--- src/shared/sepi_params.svh ---
// Constants for the safety encoder process image block
`ifndef SEPI_PARAMS_SVH
`define SEPI_PARAMS_SVH
`define SEPI_VEL_MAX        32'sh00007fff
`define SEPI_VEL_MIN       -32'sh00008000
`define SEPI_VEL_POS_WORD   16'h7fff
`define SEPI_VEL_NEG_WORD   16'h8000
`define SEPI_BIT_OVF        0
`define SEPI_BIT_PRESET     0
`define SEPI_BIT_LOCKED     9
`define SEPI_BIT_ERROR      15
`define SEPI_BIT_PAR_EN     0
`define SEPI_REV_MAX        15'h7fff
`define SEPI_ST_BITS        13
`define SEPI_TOL_MIN        3'h1
`define SEPI_TOL_MAX        3'h5
`define SEPI_WORD_ZERO      16'h0000
`endif

--- src/shared/sepi_pkg.sv ---
// Types for the safety encoder process image block
package sepi_pkg;
    typedef logic [15:0] sepi_word_t;
    typedef enum logic [1:0] {
        SEPI_IDLE,
        SEPI_BUSY,
        SEPI_FAIL
    } sepi_state_t;
endpackage

--- src/core/sepi_image.sv ---
// Cyclic safety input image builder with preset handshake
`timescale 1ns/1ps
`include "sepi_params.svh"

module sepi_image
    import sepi_pkg::*;
(
    input  wire logic        mclk,
    input  wire logic        rst,
    input  wire logic        ce,
    input  wire logic [31:0] vel_cw_meas,
    input  wire logic        dir_forward,
    input  wire logic [2:0]  idle_tolerance,
    input  wire logic [31:0] rev_meas,
    input  wire logic [12:0] single_turn_meas,
    input  wire logic        other_preset_busy,
    input  wire logic        preset_done,
    input  wire sepi_word_t  preset_control_word,
    input  wire sepi_word_t  reserved_control_word,
    input  wire sepi_word_t  preset_rev_word,
    input  wire sepi_word_t  preset_st_word,
    input  wire logic        param_enable_bit,
    output sepi_word_t       cam_flags_word,
    output sepi_word_t       preset_status_word,
    output sepi_word_t       velocity_word,
    output sepi_word_t       revolution_count_word,
    output sepi_word_t       single_turn_word,
    output logic             preset_go,
    output sepi_word_t       preset_rev_q,
    output sepi_word_t       preset_st_q
);

    // Outside-domain inputs pass two flops before use
    logic        locked_s1_q, locked_s2_q, locked_s1_d;
    logic        done_s1_q, done_s2_q;
    logic        par_s1_q, par_s2_q;
    logic        req_s1_q, req_s2_q;
    logic        req_prev_q, req_prev_d;

    // Signed velocity with direction applied
    logic signed [32:0] vel_signed;
    logic        ovf_d, ovf_q;
    sepi_word_t  vel_d, vel_q;
    logic [14:0] rev_d, rev_q;
    logic [12:0] st_d, st_q;
    logic [15:0] vel_abs;
    logic        slow_enough;
    logic [2:0]  tol_eff;

    sepi_state_t state_d, state_q;
    logic        pstat_d, pstat_q, err_d, err_q, go_d, go_q;
    sepi_word_t  prev_d, prev_q, pst_d, pst_q;

    // Velocity sign follows counting direction, in increments per period
    always_comb begin
        vel_signed = dir_forward ? {vel_cw_meas[31], vel_cw_meas} : -{vel_cw_meas[31], vel_cw_meas};
        locked_s1_d = other_preset_busy;
        req_prev_d  = req_s2_q;
        // Clamp at limits and flag overflow; clears on return
        if (vel_signed > 33'(`SEPI_VEL_MAX)) begin
            ovf_d = 1'b1;
            vel_d = `SEPI_VEL_POS_WORD;
        end else if (vel_signed < 33'(`SEPI_VEL_MIN)) begin
            ovf_d = 1'b1;
            vel_d = `SEPI_VEL_NEG_WORD;
        end else begin
            ovf_d = 1'b0;
            vel_d = vel_signed[15:0];
        end
        // Revolution count never exceeds 15-bit maximum
        if (rev_meas[31]) begin
            rev_d = 15'h0000;
        end else if (rev_meas > {17'h00000, `SEPI_REV_MAX}) begin
            rev_d = `SEPI_REV_MAX;
        end else begin
            rev_d = rev_meas[14:0];
        end
        st_d = single_turn_meas;
    end

    // Absolute speed vs tolerance; tolerance clipped to 1..5
    always_comb begin
        vel_abs = vel_q[15] ? 16'(-vel_q) : vel_q;
        if (idle_tolerance < `SEPI_TOL_MIN) begin
            tol_eff = `SEPI_TOL_MIN;
        end else if (idle_tolerance > `SEPI_TOL_MAX) begin
            tol_eff = `SEPI_TOL_MAX;
        end else begin
            tol_eff = idle_tolerance;
        end
        slow_enough = !ovf_q && (vel_abs <= {13'h0000, tol_eff});
    end

    // Preset handshake: rising request edge starts, done pulse ends
    always_comb begin
        state_d = state_q;
        pstat_d = pstat_q;
        err_d   = err_q;
        go_d    = 1'b0;
        prev_d  = prev_q;
        pst_d   = pst_q;
        case (state_q)
            SEPI_IDLE: begin
                if (req_s2_q && !req_prev_q) begin
                    pstat_d = 1'b1;
                    if (locked_s2_q) begin
                        state_d = SEPI_IDLE;
                        pstat_d = 1'b0;
                    end else if (!slow_enough) begin
                        err_d   = 1'b1;
                        pstat_d = 1'b0;
                        state_d = SEPI_FAIL;
                    end else begin
                        go_d    = 1'b1;
                        prev_d  = preset_rev_word;
                        pst_d   = preset_st_word;
                        state_d = SEPI_BUSY;
                    end
                end
            end
            SEPI_BUSY: begin
                if (done_s2_q) begin
                    pstat_d = 1'b0;
                    state_d = SEPI_IDLE;
                end
            end
            SEPI_FAIL: begin
                // Error held until host drops parameter enable
                if (!par_s2_q) begin
                    err_d   = 1'b0;
                    state_d = SEPI_IDLE;
                end
            end
            default: begin
                state_d = SEPI_IDLE;
            end
        endcase
    end

    // All state frozen while ce is low
    always_ff @(posedge mclk) begin
        if (rst) begin
            locked_s1_q <= 1'b0;
            locked_s2_q <= 1'b0;
            done_s1_q   <= 1'b0;
            done_s2_q   <= 1'b0;
            par_s1_q    <= 1'b0;
            par_s2_q    <= 1'b0;
            req_s1_q    <= 1'b0;
            req_s2_q    <= 1'b0;
            req_prev_q  <= 1'b0;
            ovf_q       <= 1'b0;
            vel_q       <= `SEPI_WORD_ZERO;
            rev_q       <= 15'h0000;
            st_q        <= 13'h0000;
            state_q     <= SEPI_IDLE;
            pstat_q     <= 1'b0;
            err_q       <= 1'b0;
            go_q        <= 1'b0;
            prev_q      <= `SEPI_WORD_ZERO;
            pst_q       <= `SEPI_WORD_ZERO;
        end else if (ce) begin
            locked_s1_q <= locked_s1_d;
            locked_s2_q <= locked_s1_q;
            done_s1_q   <= preset_done;
            done_s2_q   <= done_s1_q;
            par_s1_q    <= param_enable_bit;
            par_s2_q    <= par_s1_q;
            req_s1_q    <= preset_control_word[`SEPI_BIT_PRESET];
            req_s2_q    <= req_s1_q;
            req_prev_q  <= req_prev_d;
            ovf_q       <= ovf_d;
            vel_q       <= vel_d;
            rev_q       <= rev_d;
            st_q        <= st_d;
            state_q     <= state_d;
            pstat_q     <= pstat_d;
            err_q       <= err_d;
            go_q        <= go_d;
            prev_q      <= prev_d;
            pst_q       <= pst_d;
        end
    end

    // Output words straight from flops; reserved bits zero
    always_comb begin
        cam_flags_word = `SEPI_WORD_ZERO;
        cam_flags_word[`SEPI_BIT_OVF] = ovf_q;
        preset_status_word = `SEPI_WORD_ZERO;
        preset_status_word[`SEPI_BIT_PRESET] = pstat_q;
        preset_status_word[`SEPI_BIT_LOCKED] = locked_s2_q;
        preset_status_word[`SEPI_BIT_ERROR]  = err_q;
        velocity_word         = vel_q;
        revolution_count_word = {1'b0, rev_q};
        single_turn_word      = {3'b000, st_q};
        preset_go             = go_q;
        preset_rev_q          = prev_q;
        preset_st_q           = pst_q;
    end
endmodule // sepi_image

--- config.mk ---
export PLATFORM = sky130hd
export DESIGN_NAME = sepi_image
export DESIGN_NICKNAME = d
export VERILOG_FILES = /design/src/shared/sepi_pkg.sv /design/src/core/sepi_image.sv
export VERILOG_INCLUDE_DIRS = /design/src /design/src/shared
export SDC_FILE = /design/constraint.sdc
export NUM_CORES = 1
export LEC_CHECK = 0
export CAP_MARGIN = 20
export CORE_ASPECT_RATIO = 0.6
export CORE_MARGIN = 4
export CORE_UTILIZATION = 35
export CTS_BUF_LIST = sky130_fd_sc_hd__clkbuf_2
export DETAILED_ROUTE_END_ITERATION = 10
export DONT_BUFFER_PORTS = 1
export PLACE_DENSITY_LB_ADDON = 0.25
export SETUP_SLACK_MARGIN = 0.1
export SKIP_CTS_REPAIR_TIMING = 1
export SYNTH_ARGS = -nofsm -noshare
export SYNTH_HDL_FRONTEND = slang
export SYNTH_SLANG_ARGS = --single-unit
--- constraint.sdc ---
create_clock -name mclk -period 9.21 [get_ports mclk]
set_input_delay 0.4605 -clock mclk [delete_from_list [all_inputs] [get_ports mclk]]
set_output_delay 0.4605 -clock mclk [all_outputs]
set_load 0.005 [all_outputs]
==> results of run 1 <==
==> cell usage in the layout (no fill, tap or decap), types with 6 or more instances in the layout <==
cell type / Yosys / layout
conb_1: 1 / 32
nor3_1: 31 / 31
xnor2_1: 8 / 8
clkbuf_2: 0 / 9
xor2_1: 14 / 14
o21ai_1: 10 / 10
inv_1: 12 / 12
or3_1: 10 / 10
nand3_1: 11 / 11
a21oi_1: 29 / 29
mux2i_1: 56 / 56
nand4_1: 9 / 9
a32oi_1: 8 / 8
nand2b_1: 6 / 6
or4_1: 8 / 8
nor4_1: 12 / 11
mux2_2: 6 / 6
dlygate4sd3_1: 0 / 44
nand2_1: 44 / 44
nor2_1: 152 / 152
dfxtp_1: 91 / 91
o21ai_0: 16 / 16
==> logic make-up (layout without fill, tap and decap cells) <==
kind of cell / Yosys count / in the layout / share of synthesized area [%]
buffers and inverters: 89 / 76 / 9.31
adders and majority gates: 5 / 5 / 1.15
DFF: 91 / 91 / 33.5
AOI/OAI and AO/OA: 98 / 98 / 12.2
muxes: 62 / 62 / 11.5
xor gates and xnor gates: 22 / 22 / 3.54
and+or+nand+nor: 314 / 314 / 28.7
other: 1 / 32 / 0.0689
==> where the power goes <==
part	total [W]	internal [W]	switching [W]	leakage (nW)
clock network	0.000206	0.0000463	0.000160	0.0741
logic	0.000130	0.0000616	0.0000684	1.37
registers	0.000438	0.000413	0.0000249	0.745
total	0.000774	0.000521	0.000253	2.19
==> path summary, 6_finish.rpt <==
check	startpoint	end	slack (ps)	cells after the start
worst max-delay path	velocity_word[0]	preset_st_q[14]	4890	15
worst min register to register	par_s2_q	par_s2_q	530	2
worst min-delay path	preset_rev_word[1]	preset_rev_q[1]	1	2
worst max register to register	velocity_word[0]	preset_st_q[14]	4890	15
==> through the flow <==
step	setup WS (ps)	util, %	cells	power (W)	hold WS (ps)
floorplan	6040	-	713	0.000546	451
global placement	5470	36.2	837	0.000544	465
detailed placement	5390	36.2	837	0.000549	481
CTS	5360	37.0	853	0.000758	-164
global route	4580	40.1	898	0.000817	-0.161
finish	4890	40.1	898	0.000774	1.37
==> routing by layer <==
metal / up-vias / track usage (%)
li1: 2351 / -
met1: 2315 / 23.7
met2: 211 / 26.7
met3: 8 / 6.38
met4: 0 / 2.58
met5: - / 0
==> area by class of cell <==
cell class,count,area share [%]
Clock inverter,7,1.24
Tap cell,198,4.16
Inverter,13,0.819
Sequential cell,91,30.6
Timing Repair Buffer,47,8.11
Multi-Input combinational cell,533,54.3
Clock buffer,9,0.756
==> state kept, by name (all words and copies together), names as in the netlist, 2 cells and up <==
register,count
rev_q,15
preset_rev_q,16
velocity_word,16
state_q,2
st_q,13
preset_st_q,16
==> results_dict.tcl, run 1 <==
set metrics [dict create \
    status "finished, final reports clean" \
    netlist_area_um2 5440 \
    critical_path_buf_inv_count 3 \
    regArea_um2 1820 \
    synth_most_common_cell "nor2_1" \
    critical_path.max_fanout 34 \
    final-hold-violation-count 0 \
    path_cells "inv_1 > ha_1 > nand2_1 > o21ai_0 > ha_1 > nor2b_1 > o21ai_0 > a32oi_1 > or3_1 > or4_1 > nor4_2 > buf_4 > mux2i_1 > nor2_1 > dlygate4sd3_1" \
    arrival_ps 4860 \
    routed-wl-met2_um 7810 \
    end_kind "register" \
    fin_skew_ps 74.5 \
    worstHoldPathType "in2reg" \
    antenna_found_initial 0 \
    multi_input_area_um2 3240 \
    finalCriticalPeriod_ps 4320 \
    avgViaCountPerCell 5.44 \
    crit_slowest_cell "dlygate4sd3_1" \
    syn2layout_area_growth_pct 9.45 \
    finalSetupTns_ps 0 \
    final_layout_size_suffix_gt1_share_pct 6.71 \
    cpLargestDelayFamily "simple AND/OR/NAND/NOR gates" \
    synth-edff-count 0 \
    overflow 0 \
    firstDrtPassIters 5 \
    clk_latency_ps 580 \
    avgSynthCellArea_um2 7.98 \
    grt_max_degree 92 \
    fillCellCount 1494 \
    rsz0062_at_grt "no" \
    synth_area_leader_cell "dfxtp_1" \
    cts_tree "yes" \
    yosysTopAreaCellShare_pct 33.5 \
    cap_violations 0 \
    fmax_ghz 0.231 \
    setup_viol_count_final 0 \
    globalplace.congestion 0.948 \
    ant_nets 0 \
    vias 4885 \
    synthTopCellsByArea "dfxtp_1, nor2_1, mux2i_1" \
    grt_pass1_vias 4459 \
    slew_headroom_pct 35.6 \
    cts.htree.levels 3 \
    clkSinkCount 91 \
    fin_crit_sh_pct 46.9 \
    synth_flop_cell "dfxtp_1" \
    cts_root_buf "clkbuf_2" \
    yosys_warnings 0 \
    setup.worst_path.start_class "register" \
    worst_slew_pin_slew_ps 960 \
    ir_drop_mv 0.0687 \
    async_reset_ff_share_pct 0 \
    p_per_area_nw_per_um2 130 \
    clk_pin_slew_ps 350 \
    slew_violations 0 \
    io_pins 264 \
    m1WireLength_um 7740 \
    core_area_um2 14800 \
    critPathRequiredTime_ps 9750 \
    die_x_um 169 \
    io_buffers 0 \
    dr_wl_met3_um 1710 \
    nets 851 \
    ys_top_cells_by_count "nor2_1, dfxtp_1, mux2i_1, nand2_1, buf_4" \
    ys_ff_latch 91 \
    numCtsBuffers 9 \
    place_hpwl_um 12500 \
    synthCells 682 \
    yosysSeqAreaShare_pct 33.5 \
    yosys.cell_types.count 68 \
    dr.max_layer_used "met4" \
    start_util_pct 36.7 \
    place_area_um2 5370 \
    drc 0 \
    grt_pass1_wl_um 24800 \
    rows 34 \
    drt_iter0_markers 278 \
    chipHeight_um 105 \
    clock_path_buffers 2 \
    diodes 0 \
    design_area_um2 5960 \
    power_leakage_nw 2.19 \
    finalWirelength_um 17400 \
    wl_per_cell_um 19.3 \
    track_usage_pct 17.3 \
    critical_path_class "reg2reg" \
    fp.dieArea_um2 17700 \
    critPathMaxStageDelay_ps 550 \
]
No activity file was read; power rests on OpenSTA's default activity.
==> run 2: changes to the inputs <==
clock period = 4.22 ns   (was 9.21 ns; I/O delays follow)
==> run 2 against run 1 <==
Against the previous run:
- design area grew 13%
- sequential power increased by 120%
- global-route usage is essentially flat
- clock power is 120% higher
- die area unchanged
- critical path depth down 1
- first-iteration DRC count rose by 24%
- fmax increased by 17%
- hold slack improved by 80 ps
- core utilization is 5.4 points higher
- register-to-register slack got worse by 4400 ps
- largest power group unchanged
- worst setup slack worse by 4400 ps
==> results_dict.tcl, run 2 (synthesized netlist as in run 1, its figures left out) <==
set metrics [dict create \
    vias 5201 \
    hold_path_end "velocity_word[9]" \
    slew_violations 0 \
    final_layout_size_suffix_gt1_share_pct 6.31 \
    grt_pass1_vias 4414 \
    rsz0062_at_grt "no" \
    finalCriticalPeriod_ps 3710 \
    hold_depth 4 \
    ant_nets 0 \
    p_per_area_nw_per_um2 264 \
    design_area_um2 6760 \
    critical_path.max_fanout 34 \
    fin_crit_sh_pct 87.9 \
    cts_root_buf "clkbuf_2" \
    arrival_ps 4160 \
    status "finished, final reports clean" \
    power_leakage_nw 2.55 \
    fin_skew_ps 52.9 \
    io_buffers 0 \
    firstDrtPassIters 5 \
    drt_iter0_markers 346 \
    combPwrFrac_pct 20.3 \
    timing.rr.start "velocity_word[0]" \
    slew_headroom_pct 35.6 \
    clkSinkCount 91 \
    ir_drop_mv 0.133 \
    place_area_um2 5390 \
    finalSetupTns_ps 0 \
    worst_slack_ps 512 \
    die_x_um 169 \
    cap_violations 0 \
    critPathRequiredTime_ps 4670 \
    layout_common_cells "nor2_1, dlygate4sd3_1, dfxtp_1, mux2i_1, nand2_1" \
    startpoint "velocity_word[0]" \
    clk_pin_slew_ps 290 \
    grt_max_degree 92 \
    final-hold-violation-count 0 \
    setup.worst_path.start_class "register" \
    setup_viol_count_final 0 \
    critical_path_class "reg2reg" \
    core_area_um2 14800 \
    end_kind "register" \
    wl_per_cell_um 18.5 \
    worstHoldPathType "in2reg" \
    chipHeight_um 105 \
    fillCellCount 1407 \
    fp.dieArea_um2 17700 \
    place_ws_ps 549 \
    holdWs_ps 81.0 \
    start_util_pct 36.7 \
    rows 34 \
    nets 927 \
    clk_latency_ps 560 \
    place_hpwl_um 12500 \
    final_common_cell "nor2_1" \
    grt_pass1_wl_um 24600 \
    finalWirelength_um 18000 \
    fmax_ghz 0.270 \
    avgViaCountPerCell 5.33 \
    reg2reg_slack_ps 510 \
    reg2reg_depth 14 \
    min-delay-start "ce" \
    regArea_um2 1820 \
    fin_util_pct 45.5 \
    multi_input_area_um2 3240 \
    reg2reg_to "preset_rev_q[5]" \
    drc 0 \
    worst_slew_pin_slew_ps 961 \
    overflow 0 \
    clock_path_buffers 2 \
    power.internal_w 0.00119 \
    cts.htree.levels 3 \
    swShare_pct 33.0 \
    antenna_found_initial 1 \
    p_seq_share_pct 53.7 \
    cts_tree "yes" \
    io_pins 264 \
    p_switching_w 0.000588 \
    clockPowerShare_pct 26.0 \
    syn2layout_area_growth_pct 24.1 \
    globalplace.congestion 0.912 \
    track_usage_pct 17.3 \
    numCtsBuffers 9 \
]
## run 2: worst max-delay path: stages (launching register included)
cell and delay (ps):
dfxtp_1 530, inv_1 120, ha_1 300, nand2_1 60, o21ai_0 100, ha_1 340, nor2b_1 130, o21ai_0 140
a32oi_1 90, or3_1 380, or4_1 470, nor4_2 340, buf_12 270, mux2i_1 240, nor2_1 70
## run 2: per-stage QoR
step,cells,total power (W)
global placement,838,0.00119
floorplan,713,0.00119
CTS,854,0.00167
finish,975,0.00178
global route,975,0.00189
detailed placement,838,0.00120
## run 2: worst max-delay path by stage
stage / endpoint / slack, ps / cells after the start
final: preset_rev_q[5] / 510 / 14
after floorplan: preset_rev_q[0] / 1050 / 15
after detailed placement: preset_rev_q[3] / 550 / 14
after CTS: preset_st_q[15] / 520 / 14
after global placement: preset_rev_q[4] / 590 / 14
after global routing: preset_rev_q[5] / 130 / 14
## run 2: cell type report
class | instances | area share, %
Multi-Input combinational cell | 533 | 47.9
Sequential cell | 91 | 27.0
Timing Repair Buffer | 123 | 18.8
Tap cell | 198 | 3.67
Clock inverter | 7 | 1.20
Inverter | 13 | 0.722
Clock buffer | 9 | 0.667
Antenna cell | 1 | 0.0370
## run 2: routing by layer
| layer | track usage (%) | share of wire [%] |
|---|---|---|
| met2 | 26.7 | 47 |
| met5 | 0 | 0 |
| met3 | 7.36 | 9.7 |
| met1 | 23.0 | 42 |
| met4 | 2.64 | 1.0 |
## run 2: power groups by stage
stage,logic (W),clock network [W],registers [W]
after floorplan,0.000243,0,0.000949
after global placement,0.000219,0,0.000970
after detailed placement,0.000226,0,0.000972
after CTS,0.000228,0.000485,0.000958
after global routing,0.000405,0.000518,0.000965
final,0.000362,0.000463,0.000957
==> run 3: changes to the inputs <==
CTS_BUF_LIST = sky130_fd_sc_hd__clkbuf_4 sky130_fd_sc_hd__clkbuf_8   (was sky130_fd_sc_hd__clkbuf_2)
==> run 3 against run 2 <==
Against the previous run:
- the flow now finishes with violations (negative hold slack)
- non-clock buffer count is 90 lower
- clock power is 32% higher
- sequential power is 0.5% lower
- via count is 8.1% lower
- routed wire length is 6.6% lower
- fmax is 1.4% higher
- clock skew is 34 ps lower
- design area is 12% lower
- power is 2.7% higher
- register-to-register slack better by 50 ps
- sequential cell count stayed put
- largest cell class unchanged
- highest routed layer unchanged
==> results_dict.tcl, run 3 (synthesized netlist as in run 1, its figures left out) <==
set metrics [dict create \
    status "finished, violations left" \
    violations "negative hold slack" \
    reg2reg_slack_ps 570 \
    fin_crit_sh_pct 86.6 \
    setup.worst_path.start_class "register" \
    syn2layout_area_growth_pct 8.64 \
    clkSinkCount 91 \
    final_common_cell "nor2_1" \
    final-hold-violation-count 11 \
    firstDrtPassIters 5 \
    end_kind "register" \
    critical_path_class "reg2reg" \
    start_util_pct 36.7 \
    vias 4779 \
    grt_pass1_vias 4397 \
    cts_root_buf "clkbuf_8" \
    worst_slew_pin_slew_ps 934 \
    finalCriticalPeriod_ps 3650 \
    slew_violations 0 \
    hold_depth 2 \
    power_leakage_nw 2.17 \
    place_hpwl_um 12500 \
    p_per_area_nw_per_um2 310 \
    rsz0062_at_grt "no" \
    layout_common_cells "nor2_1, dfxtp_1, mux2i_1, nand2_1, conb_1" \
    cts.htree.levels 3 \
    io_pins 264 \
    holdWs_ps -10.8 \
    clk_pin_slew_ps 110 \
    wl_per_cell_um 19.0 \
    numCtsBuffers 9 \
    grt_pass1_wl_um 24600 \
    finalWirelength_um 16800 \
    grt_max_degree 92 \
    chipHeight_um 105 \
    cap_violations 0 \
    ir_drop_mv 0.142 \
    ant_nets 0 \
    fp.dieArea_um2 17700 \
    final_layout_size_suffix_gt1_share_pct 7.00 \
    finalSetupTns_ps 0 \
    io_buffers 0 \
    setup_viol_count_final 0 \
    antenna_found_initial 0 \
    cts_tree "yes" \
    fin_skew_ps 18.8 \
    diodes 0 \
    overflow 0 \
    fmax_ghz 0.274 \
    globalplace.congestion 0.912 \
    die_x_um 169 \
    rows 34 \
    core_area_um2 14800 \
    drt_iter0_markers 308 \
    clk_latency_ps 370 \
    worstHoldPathType "in2reg" \
    slew_headroom_pct 37.4 \
    track_usage_pct 17.4 \
    power_w 0.00183 \
    arrival_ps 3920 \
    clock_path_buffers 2 \
    reg2reg_depth 14 \
    critPathRequiredTime_ps 4480 \
    critical_path.max_fanout 34 \
    avgViaCountPerCell 5.41 \
    drc 0 \
    nets 837 \
]
run 3: metal layers:
layer  up-vias  part of all wire [%]  track usage [%]
li1       2328                     -                -
met1      2200                    43             23.2
met2       234                    45             26.6
met3        17                    12             7.58
met4         0                   1.1             2.99
met5         -                     0                0
run 3: report_power, final:
part           internal [W]  switching, W  leakage (nW)
Clock              0.000237      0.000374         0.103
Combinational      0.000123      0.000144          1.32
Sequential         0.000897     0.0000555         0.745
run 3: final cells by class:
class / count / area [um2]
well taps: 198 / 248
clock inverters: 7 / 81.3
repair buffers: 33 / 353
fillers: 1495 / 8930
flip-flops and latches: 91 / 1820
clock buffers: 9 / 124
multi-input cells: 533 / 3240
inverters: 13 / 48.8
run 3: worst paths after layout:
check	start	endpoint
worst max-delay path	velocity_word[0]	preset_st_q[15]
worst min-delay path	preset_rev_word[14]	preset_rev_q[14]
worst max register to register	velocity_word[0]	preset_st_q[15]
worst min register to register	req_prev_q	req_prev_q
run 3: critical path, stage by stage (launching register included):
cell	delay (ps)
dfxtp_1	470
inv_1	120
ha_1	300
nand2_1	60
o21ai_0	100
ha_1	340
nor2b_1	130
o21ai_0	140
a32oi_1	90
or3_1	380
or4_1	460
nor4_2	340
buf_12	280
mux2i_1	240
nor2_1	60
run 3: stage by stage:
step	instance area (um2)	std cells	worst slack, ps	util (%)
finish	5910	884	565	39.8
global route	5910	884	195	39.8
CTS	5600	854	536	37.7
detailed placement	5390	838	549	36.3
global placement	5390	838	595	36.3
floorplan	5560	713	1050	-
